--- src/pkg/udi_cfg.svh ---
`ifndef UDI_CFG_SVH
`define UDI_CFG_SVH
// ****************************************
// Register map
// ****************************************
`define UDI_ADDR_REASON     12'h250
`define UDI_ADDR_ENABLE     12'h254
`define UDI_ADDR_EPSEL      12'h258
`define UDI_ADDR_DEVINT     12'h218
`define UDI_ADDR_CMD        12'h230
// ****************************************
// Fields and reset values
// ****************************************
`define UDI_BIT_STOP        12
`define UDI_BIT_EOT         10
`define UDI_BIT_DONE        8
`define UDI_SRC_MASK        16'h1500
`define UDI_EPSEL_MASK      8'h0f
`define UDI_DEVINT_DMA_BIT  6
`define UDI_CMD_STOP        8'h0f
`define UDI_RST_REASON      16'h0000
`define UDI_RST_ENABLE      16'h0000
`define UDI_RST_EPSEL       8'h00
`endif

--- src/pkg/udi_pkg.sv ---
package udi_pkg;
    typedef struct packed {
        logic stop;
        logic eot;
        logic done;
    } udi_evt_t;
    typedef struct packed {
        logic [2:0] ep;
        logic       dir;
    } udi_ep_t;
endpackage : udi_pkg

--- src/udi_evt_decode.sv ---
`timescale 1ns/1ps
`include "udi_cfg.svh"
// ****************************************
// Completion event decoder
// ****************************************
module udi_evt_decode
    import udi_pkg::*;
(
    input  wire logic       sys_clk,
    input  wire logic       rst,
    input  wire logic       ce,
    input  wire logic       cmd_stop,
    input  wire logic       xfer_end,
    input  wire logic       short_pkt,
    input  wire logic       cnt_zero,
    output udi_evt_t        evt_r,
    output logic            cmd_done_r
);
    udi_evt_t evt_nxt;
    logic     done_nxt;

    always_comb
    begin
        evt_nxt.stop = cmd_stop;
        evt_nxt.eot  = xfer_end & short_pkt;
        evt_nxt.done = xfer_end & cnt_zero;
        done_nxt     = cmd_stop | xfer_end;
    end

    always_ff @(posedge sys_clk)
    begin
        if (rst)
        begin
            evt_r      <= '0;
            cmd_done_r <= 1'b0;
        end
        else if (ce)
        begin
            evt_r      <= evt_nxt;
            cmd_done_r <= done_nxt;
        end
    end

    eot_only_a: assert property (@(posedge sys_clk) disable iff (rst)
        ce && xfer_end && short_pkt && !cnt_zero |=> evt_r.eot && !evt_r.done)
        else $error("short packet did not flag eot only");
    both_a: assert property (@(posedge sys_clk) disable iff (rst)
        ce && xfer_end && short_pkt && cnt_zero |=> evt_r.eot && evt_r.done)
        else $error("short packet at zero did not flag both");
    done_only_a: assert property (@(posedge sys_clk) disable iff (rst)
        ce && xfer_end && !short_pkt && cnt_zero |=> !evt_r.eot && evt_r.done)
        else $error("clean end did not flag done only");
endmodule : udi_evt_decode

--- src/udi_irq_mask.sv ---
`timescale 1ns/1ps
// ****************************************
// Masked interrupt reduction
// ****************************************
module udi_irq_mask
#(
    parameter int W = 16
)
(
    input  wire logic         sys_clk,
    input  wire logic         rst,
    input  wire logic         ce,
    input  wire logic [W-1:0] reason,
    input  wire logic [W-1:0] enable,
    output logic              pend_r
);
    logic pend_nxt;

    always_comb
    begin
        pend_nxt = |(reason & enable);
    end

    always_ff @(posedge sys_clk)
    begin
        if (rst)
            pend_r <= 1'b0;
        else if (ce)
            pend_r <= pend_nxt;
    end
endmodule : udi_irq_mask

--- src/udi_dma_irq.sv ---
// Design decision made here: the APB register port.
`timescale 1ns/1ps
`include "udi_cfg.svh"
module udi_dma_irq
    import udi_pkg::*;
(
    input  wire logic        sys_clk,
    input  wire logic        rst,
    input  wire logic        bus_rst,
    input  wire logic        ce,
    input  wire logic        psel,
    input  wire logic        penable,
    input  wire logic        pwrite,
    input  wire logic [11:0] paddr,
    input  wire logic [31:0] pwdata,
    output logic      [31:0] prdata,
    output logic             pready,
    output logic             pslverr,
    input  wire logic        xfer_end,
    input  wire logic        short_pkt,
    input  wire logic        cnt_zero,
    output udi_ep_t          dma_ep_r,
    output logic             irq_r
);
    // ****************************************
    // Bus decode
    // ****************************************
    function automatic logic hit(input logic [11:0] a, input logic [11:0] r);
        hit = (a == r);
    endfunction : hit

    logic        acc;
    logic        wr;
    logic        mapped;
    logic        cmd_stop;
    logic        srst;
    udi_evt_t    evt_r;
    logic        cmd_done_r;
    logic        pend;

    assign srst = rst | bus_rst;
    assign acc  = psel & penable & ~pready;
    assign wr   = acc & pwrite;
    assign mapped = hit(paddr, `UDI_ADDR_REASON) | hit(paddr, `UDI_ADDR_ENABLE)
                  | hit(paddr, `UDI_ADDR_EPSEL) | hit(paddr, `UDI_ADDR_DEVINT)
                  | hit(paddr, `UDI_ADDR_CMD);
    assign cmd_stop = wr & hit(paddr, `UDI_ADDR_CMD)
                    & (pwdata[7:0] == `UDI_CMD_STOP);

    udi_evt_decode u_dec (
        .sys_clk    (sys_clk),
        .rst        (srst),
        .ce         (ce),
        .cmd_stop   (cmd_stop),
        .xfer_end   (xfer_end),
        .short_pkt  (short_pkt),
        .cnt_zero   (cnt_zero),
        .evt_r      (evt_r),
        .cmd_done_r (cmd_done_r)
    );

    // ****************************************
    // Registers
    // ****************************************
    logic [15:0] reason_r;
    logic [15:0] reason_nxt;
    logic [15:0] enable_r;
    logic [15:0] enable_nxt;
    logic [7:0]  epsel_r;
    logic [7:0]  epsel_nxt;
    logic        sum_r;
    logic        sum_nxt;
    logic [15:0] set_v;
    logic [15:0] clr_v;
    logic        sum_set;

    udi_irq_mask #(.W(16)) u_mask (
        .sys_clk (sys_clk),
        .rst     (srst),
        .ce      (ce),
        .reason  (reason_r),
        .enable  (enable_r),
        .pend_r  (pend)
    );

    always_comb
    begin
        set_v = 16'h0000;
        set_v[`UDI_BIT_STOP] = evt_r.stop;
        set_v[`UDI_BIT_EOT]  = evt_r.eot;
        set_v[`UDI_BIT_DONE] = evt_r.done;
        clr_v = (wr && hit(paddr, `UDI_ADDR_REASON))
              ? (pwdata[15:0] & `UDI_SRC_MASK) : 16'h0000;
        reason_nxt = reason_r & ~clr_v;
        // Refresh on completion; a new event beats a same-cycle clear
        if (cmd_done_r)
            reason_nxt = (reason_nxt & ~(`UDI_SRC_MASK & ~set_v)) | set_v;
        enable_nxt = enable_r;
        if (wr && hit(paddr, `UDI_ADDR_ENABLE))
            enable_nxt = pwdata[15:0] & `UDI_SRC_MASK;
        epsel_nxt = epsel_r;
        if (wr && hit(paddr, `UDI_ADDR_EPSEL))
            epsel_nxt = pwdata[7:0] & `UDI_EPSEL_MASK;
        // Summary needs both the source clear and its own clear
        sum_set = pend;
        sum_nxt = sum_r;
        if (wr && hit(paddr, `UDI_ADDR_DEVINT) && pwdata[`UDI_DEVINT_DMA_BIT])
            sum_nxt = 1'b0;
        if (sum_set)
            sum_nxt = 1'b1;
    end

    always_ff @(posedge sys_clk)
    begin
        if (srst)
        begin
            reason_r <= `UDI_RST_REASON;
            enable_r <= `UDI_RST_ENABLE;
            epsel_r  <= `UDI_RST_EPSEL;
            sum_r    <= 1'b0;
        end
        else if (ce)
        begin
            reason_r <= reason_nxt;
            enable_r <= enable_nxt;
            epsel_r  <= epsel_nxt;
            sum_r    <= sum_nxt;
        end
    end

    // ****************************************
    // Bus answer and outputs
    // ****************************************
    logic [31:0] rd_nxt;
    logic        rdy_nxt;
    logic        err_nxt;
    udi_ep_t     ep_nxt;
    logic        irq_nxt;

    always_comb
    begin
        rd_nxt = 32'h0000_0000;
        if (hit(paddr, `UDI_ADDR_REASON))
            rd_nxt = {16'h0000, reason_r};
        else if (hit(paddr, `UDI_ADDR_ENABLE))
            rd_nxt = {16'h0000, enable_r};
        else if (hit(paddr, `UDI_ADDR_EPSEL))
            rd_nxt = {24'h000000, epsel_r};
        else if (hit(paddr, `UDI_ADDR_DEVINT))
            rd_nxt = {25'h0000000, sum_r, 6'h00};
        rdy_nxt = acc;
        err_nxt = acc & ~mapped;
        ep_nxt.ep  = epsel_r[3:1];
        ep_nxt.dir = epsel_r[0];
        irq_nxt = sum_r;
    end

    always_ff @(posedge sys_clk)
    begin
        if (srst)
        begin
            prdata   <= 32'h0000_0000;
            pready   <= 1'b0;
            pslverr  <= 1'b0;
            dma_ep_r <= '0;
            irq_r    <= 1'b0;
        end
        else if (ce)
        begin
            prdata   <= (acc && !pwrite) ? rd_nxt : 32'h0000_0000;
            pready   <= rdy_nxt;
            pslverr  <= err_nxt;
            dma_ep_r <= ep_nxt;
            irq_r    <= irq_nxt;
        end
    end

    // ****************************************
    // Checks
    // ****************************************
    w1c_clear_a: assert property (@(posedge sys_clk) disable iff (srst)
        ce && wr && hit(paddr, `UDI_ADDR_REASON) && pwdata[`UDI_BIT_DONE] && !cmd_done_r
        |=> !reason_r[`UDI_BIT_DONE])
        else $error("reason bit not cleared by one");
    w1c_keep_a: assert property (@(posedge sys_clk) disable iff (srst)
        ce && wr && hit(paddr, `UDI_ADDR_REASON) && !pwdata[`UDI_BIT_STOP] && !cmd_done_r
        && reason_r[`UDI_BIT_STOP] |=> reason_r[`UDI_BIT_STOP])
        else $error("reason bit lost on zero write");
    stop_set_a: assert property (@(posedge sys_clk) disable iff (srst)
        ce && cmd_stop ##1 ce |=> reason_r[`UDI_BIT_STOP])
        else $error("stop command did not set bit 12");
    refresh_a: assert property (@(posedge sys_clk) disable iff (srst)
        ce && cmd_done_r |=> reason_r[`UDI_BIT_DONE] == $past(evt_r.done))
        else $error("reason not refreshed on completion");
    eot_set_a: assert property (@(posedge sys_clk) disable iff (srst)
        ce && xfer_end && short_pkt ##1 ce |=> reason_r[`UDI_BIT_EOT])
        else $error("eot not set");
    done_set_a: assert property (@(posedge sys_clk) disable iff (srst)
        ce && xfer_end && cnt_zero ##1 ce |=> reason_r[`UDI_BIT_DONE])
        else $error("done not set");
    mask_gate_a: assert property (@(posedge sys_clk) disable iff (srst)
        ce && ((reason_r & enable_r) == 16'h0000) ##1 ce && !sum_r |=> !sum_r)
        else $error("masked source raised irq");
    irq_pend_a: assert property (@(posedge sys_clk) disable iff (srst)
        ce && |(reason_r & enable_r) ##1 ce ##1 ce |=> irq_r)
        else $error("enabled source gave no irq");
    ep_map_a: assert property (@(posedge sys_clk) disable iff (srst)
        ce |=> dma_ep_r.dir == $past(epsel_r[0]))
        else $error("direction not from bit 0");
    en_reset_a: assert property (@(posedge sys_clk)
        bus_rst |=> enable_r == 16'h0000)
        else $error("enable not cleared by reset");
endmodule : udi_dma_irq

--- config.mk ---
export PLATFORM = sky130hd
export DESIGN_NAME = udi_dma_irq
export DESIGN_NICKNAME = d
export VERILOG_FILES = /design/src/pkg/udi_pkg.sv /design/src/udi_evt_decode.sv /design/src/udi_irq_mask.sv /design/src/udi_dma_irq.sv
export VERILOG_INCLUDE_DIRS = /design/src /design/src/pkg
export SDC_FILE = /design/constraint.sdc
export NUM_CORES = 1
export LEC_CHECK = 0
export ABC_CLOCK_PERIOD_IN_PS = 3300
export BUFFER_PORTS_ARGS = -buffer_cell sky130_fd_sc_hd__buf_4
export CAP_MARGIN = 20
export CORE_AREA = 2 2 83 45
export CTS_BUF_LIST = sky130_fd_sc_hd__clkbuf_8
export DETAILED_ROUTE_END_ITERATION = 7
export DIE_AREA = 0 0 85 47
export PLACE_DENSITY = 0.95
export SYNTH_ARGS = -nofsm -noshare
export SYNTH_HDL_FRONTEND = slang
export SYNTH_SLANG_ARGS = --single-unit
--- constraint.sdc ---
create_clock -name sys_clk -period 3.3 [get_ports sys_clk]
set_input_delay 0.165 -clock sys_clk [delete_from_list [all_inputs] [get_ports sys_clk]]
set_output_delay 0.165 -clock sys_clk [all_outputs]
set_load 0.01 [all_outputs]
; ---- Word level (Yosys, flattened, before mapping)
; Cells that the tools add are included.
[classes]
addsub = 0
mul = 0
div_mod_pow = 0
magnitude_cmp = 0
eq_ne = 6
n_shift = 0
n_mux = 9
bitwise_logic = 23
n_reduce_logical = 12
[ops]
columns = cell, n
row1 = 32-bit two-way mux, 2
row2 = "12-bit by 10-bit equality test with 1-bit output, second input constant", 5
row3 = 16-bit bitwise AND, 2
row4 = 13-bit NOT with 16-bit output, 2
row5 = 13-bit two-way mux, 2
row6 = 16-bit by 13-bit bitwise AND with 16-bit output, 1
row7 = 16-bit two-way mux, 1
row8 = 16-bit by 13-bit OR with 16-bit output, 1
row9 = 16-bit OR reduction, 1
row10 = 7-bit two-way mux, 2
row11 = 13-bit NOT, 1
row12 = 1-bit bitwise AND, 8
row13 = "8-bit by 4-bit equality test with 1-bit output, second input constant", 1
row14 = 1-bit logical AND, 6
row15 = 1-bit OR, 6
row16 = 2-bit AND reduction, 3
row17 = 1-bit two-way mux, 2
row18 = 1-bit NOT, 2
row19 = 2-bit nonzero test, 1
row20 = 1-bit logical NOT, 1
[word_totals]
register_bits = 68
latch_bits = 0
mem_bits_rw = 0
romBits = 0
in_bits = 54
output_inout_bits = 39
word_cells = 65
memories = 0

; ---- Logic depth before layout (Yosys ltp)
[depth]
word_depth = 10
ltp_mapped = 6

; ---- Cells and area by module
; Synthesis repeated with hierarchy kept, for this count alone.
[unflattened]
cells_unflattened = 203
area_unflattened_um2 = 1700.4
[by_module_without_submodules]
columns = mod, n_inst, cells_each, area_per_inst_um2, seq_area_each_um2
row1 = udi_dma_irq, 1, 173, 1446.4, 520.5
row2 = udi_evt_decode, 1, 15, 141.4, 80.1
row3 = udi_irq_mask, 1, 15, 112.6, 20.0

; ---- Worst setup path after synthesis
; No wires, ideal clock.
[synth_timing]
path_kind = in2reg
start = in pwdata[5]
end = reg, netlist name u_dec.evt_r[2]
arrival_time_ns = 1.436
t_required_ns = 3.216
slack_ns = 1.779
path_stages = 4
n_path_buf = 0
cell_sequence = or4b_1 or3_1 or3_1 o31ai_2
[synth_via]
elab_chain_len = 2
[synth_rtl]
columns = item, line_no
row1 = from (decl), udi_dma_irq.sv:15  ; input wire logic [31:0] pwdata,
row2 = 8-bit by 4-bit equality test with 1-bit output (no source line), -
row3 = 1-bit bitwise AND, udi_dma_irq.sv:47  ; assign cmd_stop = wr & hit(paddr, `UDI_ADDR_CMD)
; No other way between the ends.
; A chain may end at the register's enable or synchronous reset.

; ---- Final worst setup path
[layout_timing]
start = reg pready
end = reg prdata[3]
[layout_via]
elab_chain_len = 4
[layout_rtl]
columns = item, line_no
row1 = from (decl), udi_dma_irq.sv:17  ; output logic pready,
row2 = from (signal assigned), udi_dma_irq.sv:171  ; pready <= rdy_nxt;
row3 = 1-bit NOT, udi_dma_irq.sv:42  ; assign acc = psel & penable & ~pready;
row4 = 1-bit bitwise AND, udi_dma_irq.sv:42
row5 = 1-bit logical AND, udi_dma_irq.sv:170  ; prdata <= (acc && !pwrite) ? rd_nxt : 32'h0000_0000;
row6 = 32-bit two-way mux, udi_dma_irq.sv:170
row7 = to (signal assigned), udi_dma_irq.sv:170
row8 = to (decl), udi_dma_irq.sv:16  ; output logic [31:0] prdata,
; No other way between the ends.

==> results.toml <==
[cts]
cts_resized = 0
htreeDepth = 2
cts_max_path_buffers = 2
clock_sinks = 31
cts_tree = "built"
cts_inserted_buffers = 5
clkSlewWorstSetupHoldPaths_ns = 0.06
cts-root-buf = "clkbuf_8"
holdBufCountCts = 0
post_cts_buffers = 0
clock_latency_ns = 0.28

[die]
io_pins = 93
die_area_um2 = 4000
rows = 15
initial_utilization_pct = 46.2
core-area_um2 = 3280
die_y_um = 47
die_w_um = 85

[flow_run]
maxCapViolations = 0

[grt]
grt_pass1_wl_mm = 5.91
grt_use_total_pct = 19.5
antenna_found_initial = 0
grt_max_degree = 22
first_global_vias = 1259
gr-total-overflow = 0

[place]
placed_cell_area_um2 = 1810
gp_congestion = 0.879
dp_hpwl_mm = 2.88
port_buffers = 47

[sta]
slew_violations = 0
fin_crit_ns = 1.57
tightest_slew_ns = 0.576
fin_skew_ns = 0.00314
finalSetupViolCount = 0
fin_tns_setup_ns = 0
hold_viol_final = 0
rsz0062_at_grt = "no"
period_share_pct = 47.7
fmaxAchievable_mhz = 636
max_slew_margin_pct = 61.5

[setup_path]
rr_worst_depth = 4
cp.arrival_ns = 1.80
crit_required_ns = 3.53
critPathKind = "reg -> reg"
reg2reg_from = "pready"
worstReg2RegEnd = "prdata[3]"
worstSetupStartpointType = "flip-flop"
crit_fanout = 9
critPathCaptureType = "flip-flop"
reg2reg_slack_ns = 1.73

[min_path]
whs_path_depth = 2
min_from = "pwdata[10]"
hold_path_end = "reason_r[10]"
holdCritPathClass = "in -> reg"

[routing]
vias = 1409
dr.pass1.iters = 4
drtAntennaViolNets = 0
routedWlPerCell_um = 14.0
wl_mm = 3.75
first_iter_violations = 139
drc = 0
viasPerCell = 5.26

[cells_and_area]
n_fill_cell = 279
final_nets = 280
drive_above_1_share_pct = 24.8
final_cell_mix = "47 x buf_4, 31 x dfxtp_1, 24 x conb_1"
postLayoutCellArea_um2 = 1890
seq_area_um2 = 621
final_common_cell = "buf_4"
antenna_cells = 0
areaGrowthSynthToFinish_pct = 24.7
multi_input_area_um2 = 769

[power_and_ir_drop]
pwr-share-comb_pct = 10.7
ir_drop_mv = 0.192
p_seq_share_pct = 49.6
p_switching_mw = 0.188
internal-power_mw = 0.575
cellPowerDensity_nw_per_um2 = 403
netSwitchingFraction_pct = 24.7
pwr-share-clk_pct = 39.7
power.static_leakage_nw = 0.809

[logic_synthesis]
netlist_area_um2 = 1520
ys_seq_area_share_pct = 40.9
syn_inst = 179
ys_ff_latch = 31
synth.avg_cell_area_um2 = 8.49
synth_warnings = 0
yosysUniqueCellTypes = 37

[run_status]
run_status = "finished clean"
[power by group through the flow]
stage	Sequential [mW]	Clock, mW	Combinational (mW)
2_1_floorplan	0.387	0	0.0611
3_3_place_gp	0.387	0	0.0791
3_5_place_dp	0.387	0	0.0807
4_1_cts	0.379	0.306	0.0810
5_1_grt	0.379	0.322	0.0896
6_report	0.379	0.303	0.0820
[worst max path at each step]
stage / start / endpoint / slack (ns)
finish: pready / prdata[3] / 1.73
global route: pready / prdata[10] / 1.68
CTS: pready / prdata[3] / 1.77
detailed placement: paddr[7] / prdata[1] / 1.59
global placement: pwdata[5] / u_dec.evt_r[2] / 1.62
floorplan: pwdata[5] / u_dec.evt_r[2] / 1.78
[registers in the layout, summed over array words and instances (netlist names)]
register and cells:
u_dec.evt_r 3, pready 1, reason_r 3, epsel_r 4
irq_r 1, enable_r 3, pslverr 1, u_dec.cmd_done_r 1
dma_ep_r 4, prdata 8, irq_nxt 1, u_mask.pend_r 1
[worst max-delay path: stages, from the launching register on]
cell	delay, ns
dfxtp_1	0.34
and4b_1	0.27
and4_1	0.42
and3_1	0.33
a22o_1	0.15
[cells in the mapped netlist]
library cell   n  area, µm²
mux2i_1        8       80.1
dfxtp_1       31        621
nand2b_1       4       25.0
clkbuf_1       4       15.0
and3_1         1       6.26
and2_1         2       12.5
a32o_1         1       10.0
a222oi_1       1       10.0
nand3_1       11       55.1
a211oi_1       1       7.51
and4b_1        1       10.0
a31oi_1        4       25.0
a21oi_1       13       65.1
and4_1         1       8.76
or3_1          2       12.5
nor4_1         1       6.26
o32ai_1        1       8.76
o21ai_0       11       55.1
conb_1         1       3.75
nor3_1         2       10.0
nor4bb_1       1       10.0
buf_4         24        180
or4b_1         1       10.0
nand4_1        2       12.5
nor2b_1        3       18.8
o41ai_1        1       8.76
o211ai_1       3       22.5
nor2_1        11       41.3
buf_2          1       5.00
a22o_1         4       35.0
buf_1          1       3.75
a221oi_1       1       8.76
nand2_1       18       67.6
inv_1          3       11.3
or2_2          1       6.26
nand4b_1       2       17.5
o31ai_2        1       12.5
[cell families after synthesis]
kind of cell	share of synthesized area [%]
compound gates	17.7
mux	5.27
buf+inv	14.2
simple gates	21.7
flops	40.9
other cells	0.247
[stage by stage]
stage,instances,hold slack [ns],utilization (%),total power [mW],worst slack (ns)
3_5_place_dp,261,0.375,55.0,0.468,1.59
6_report,268,0.0754,57.7,0.764,1.73
3_3_place_gp,261,0.378,55.0,0.466,1.62
5_1_grt,268,0.0753,57.7,0.791,1.68
4_1_cts,268,0.0762,57.7,0.765,1.77
2_1_floorplan,202,0.266,-,0.448,1.78
[layer usage]
layer	global-route usage [%]	wire, µm
met3	6.33	313
met2	28.7	1590
met4	6.67	51
met5	0	0
met1	27.4	1800
[final cells by class]
type                       instances  area share, %
multi-input combinational        138           40.6
sequential                        31           32.8
timing repair buffer              47           18.6
clock buffer                       6           4.36
tap                               42           2.77
inverter                           3          0.594
clock inverter                     1          0.264
Power figures use the tool's default switching activity.
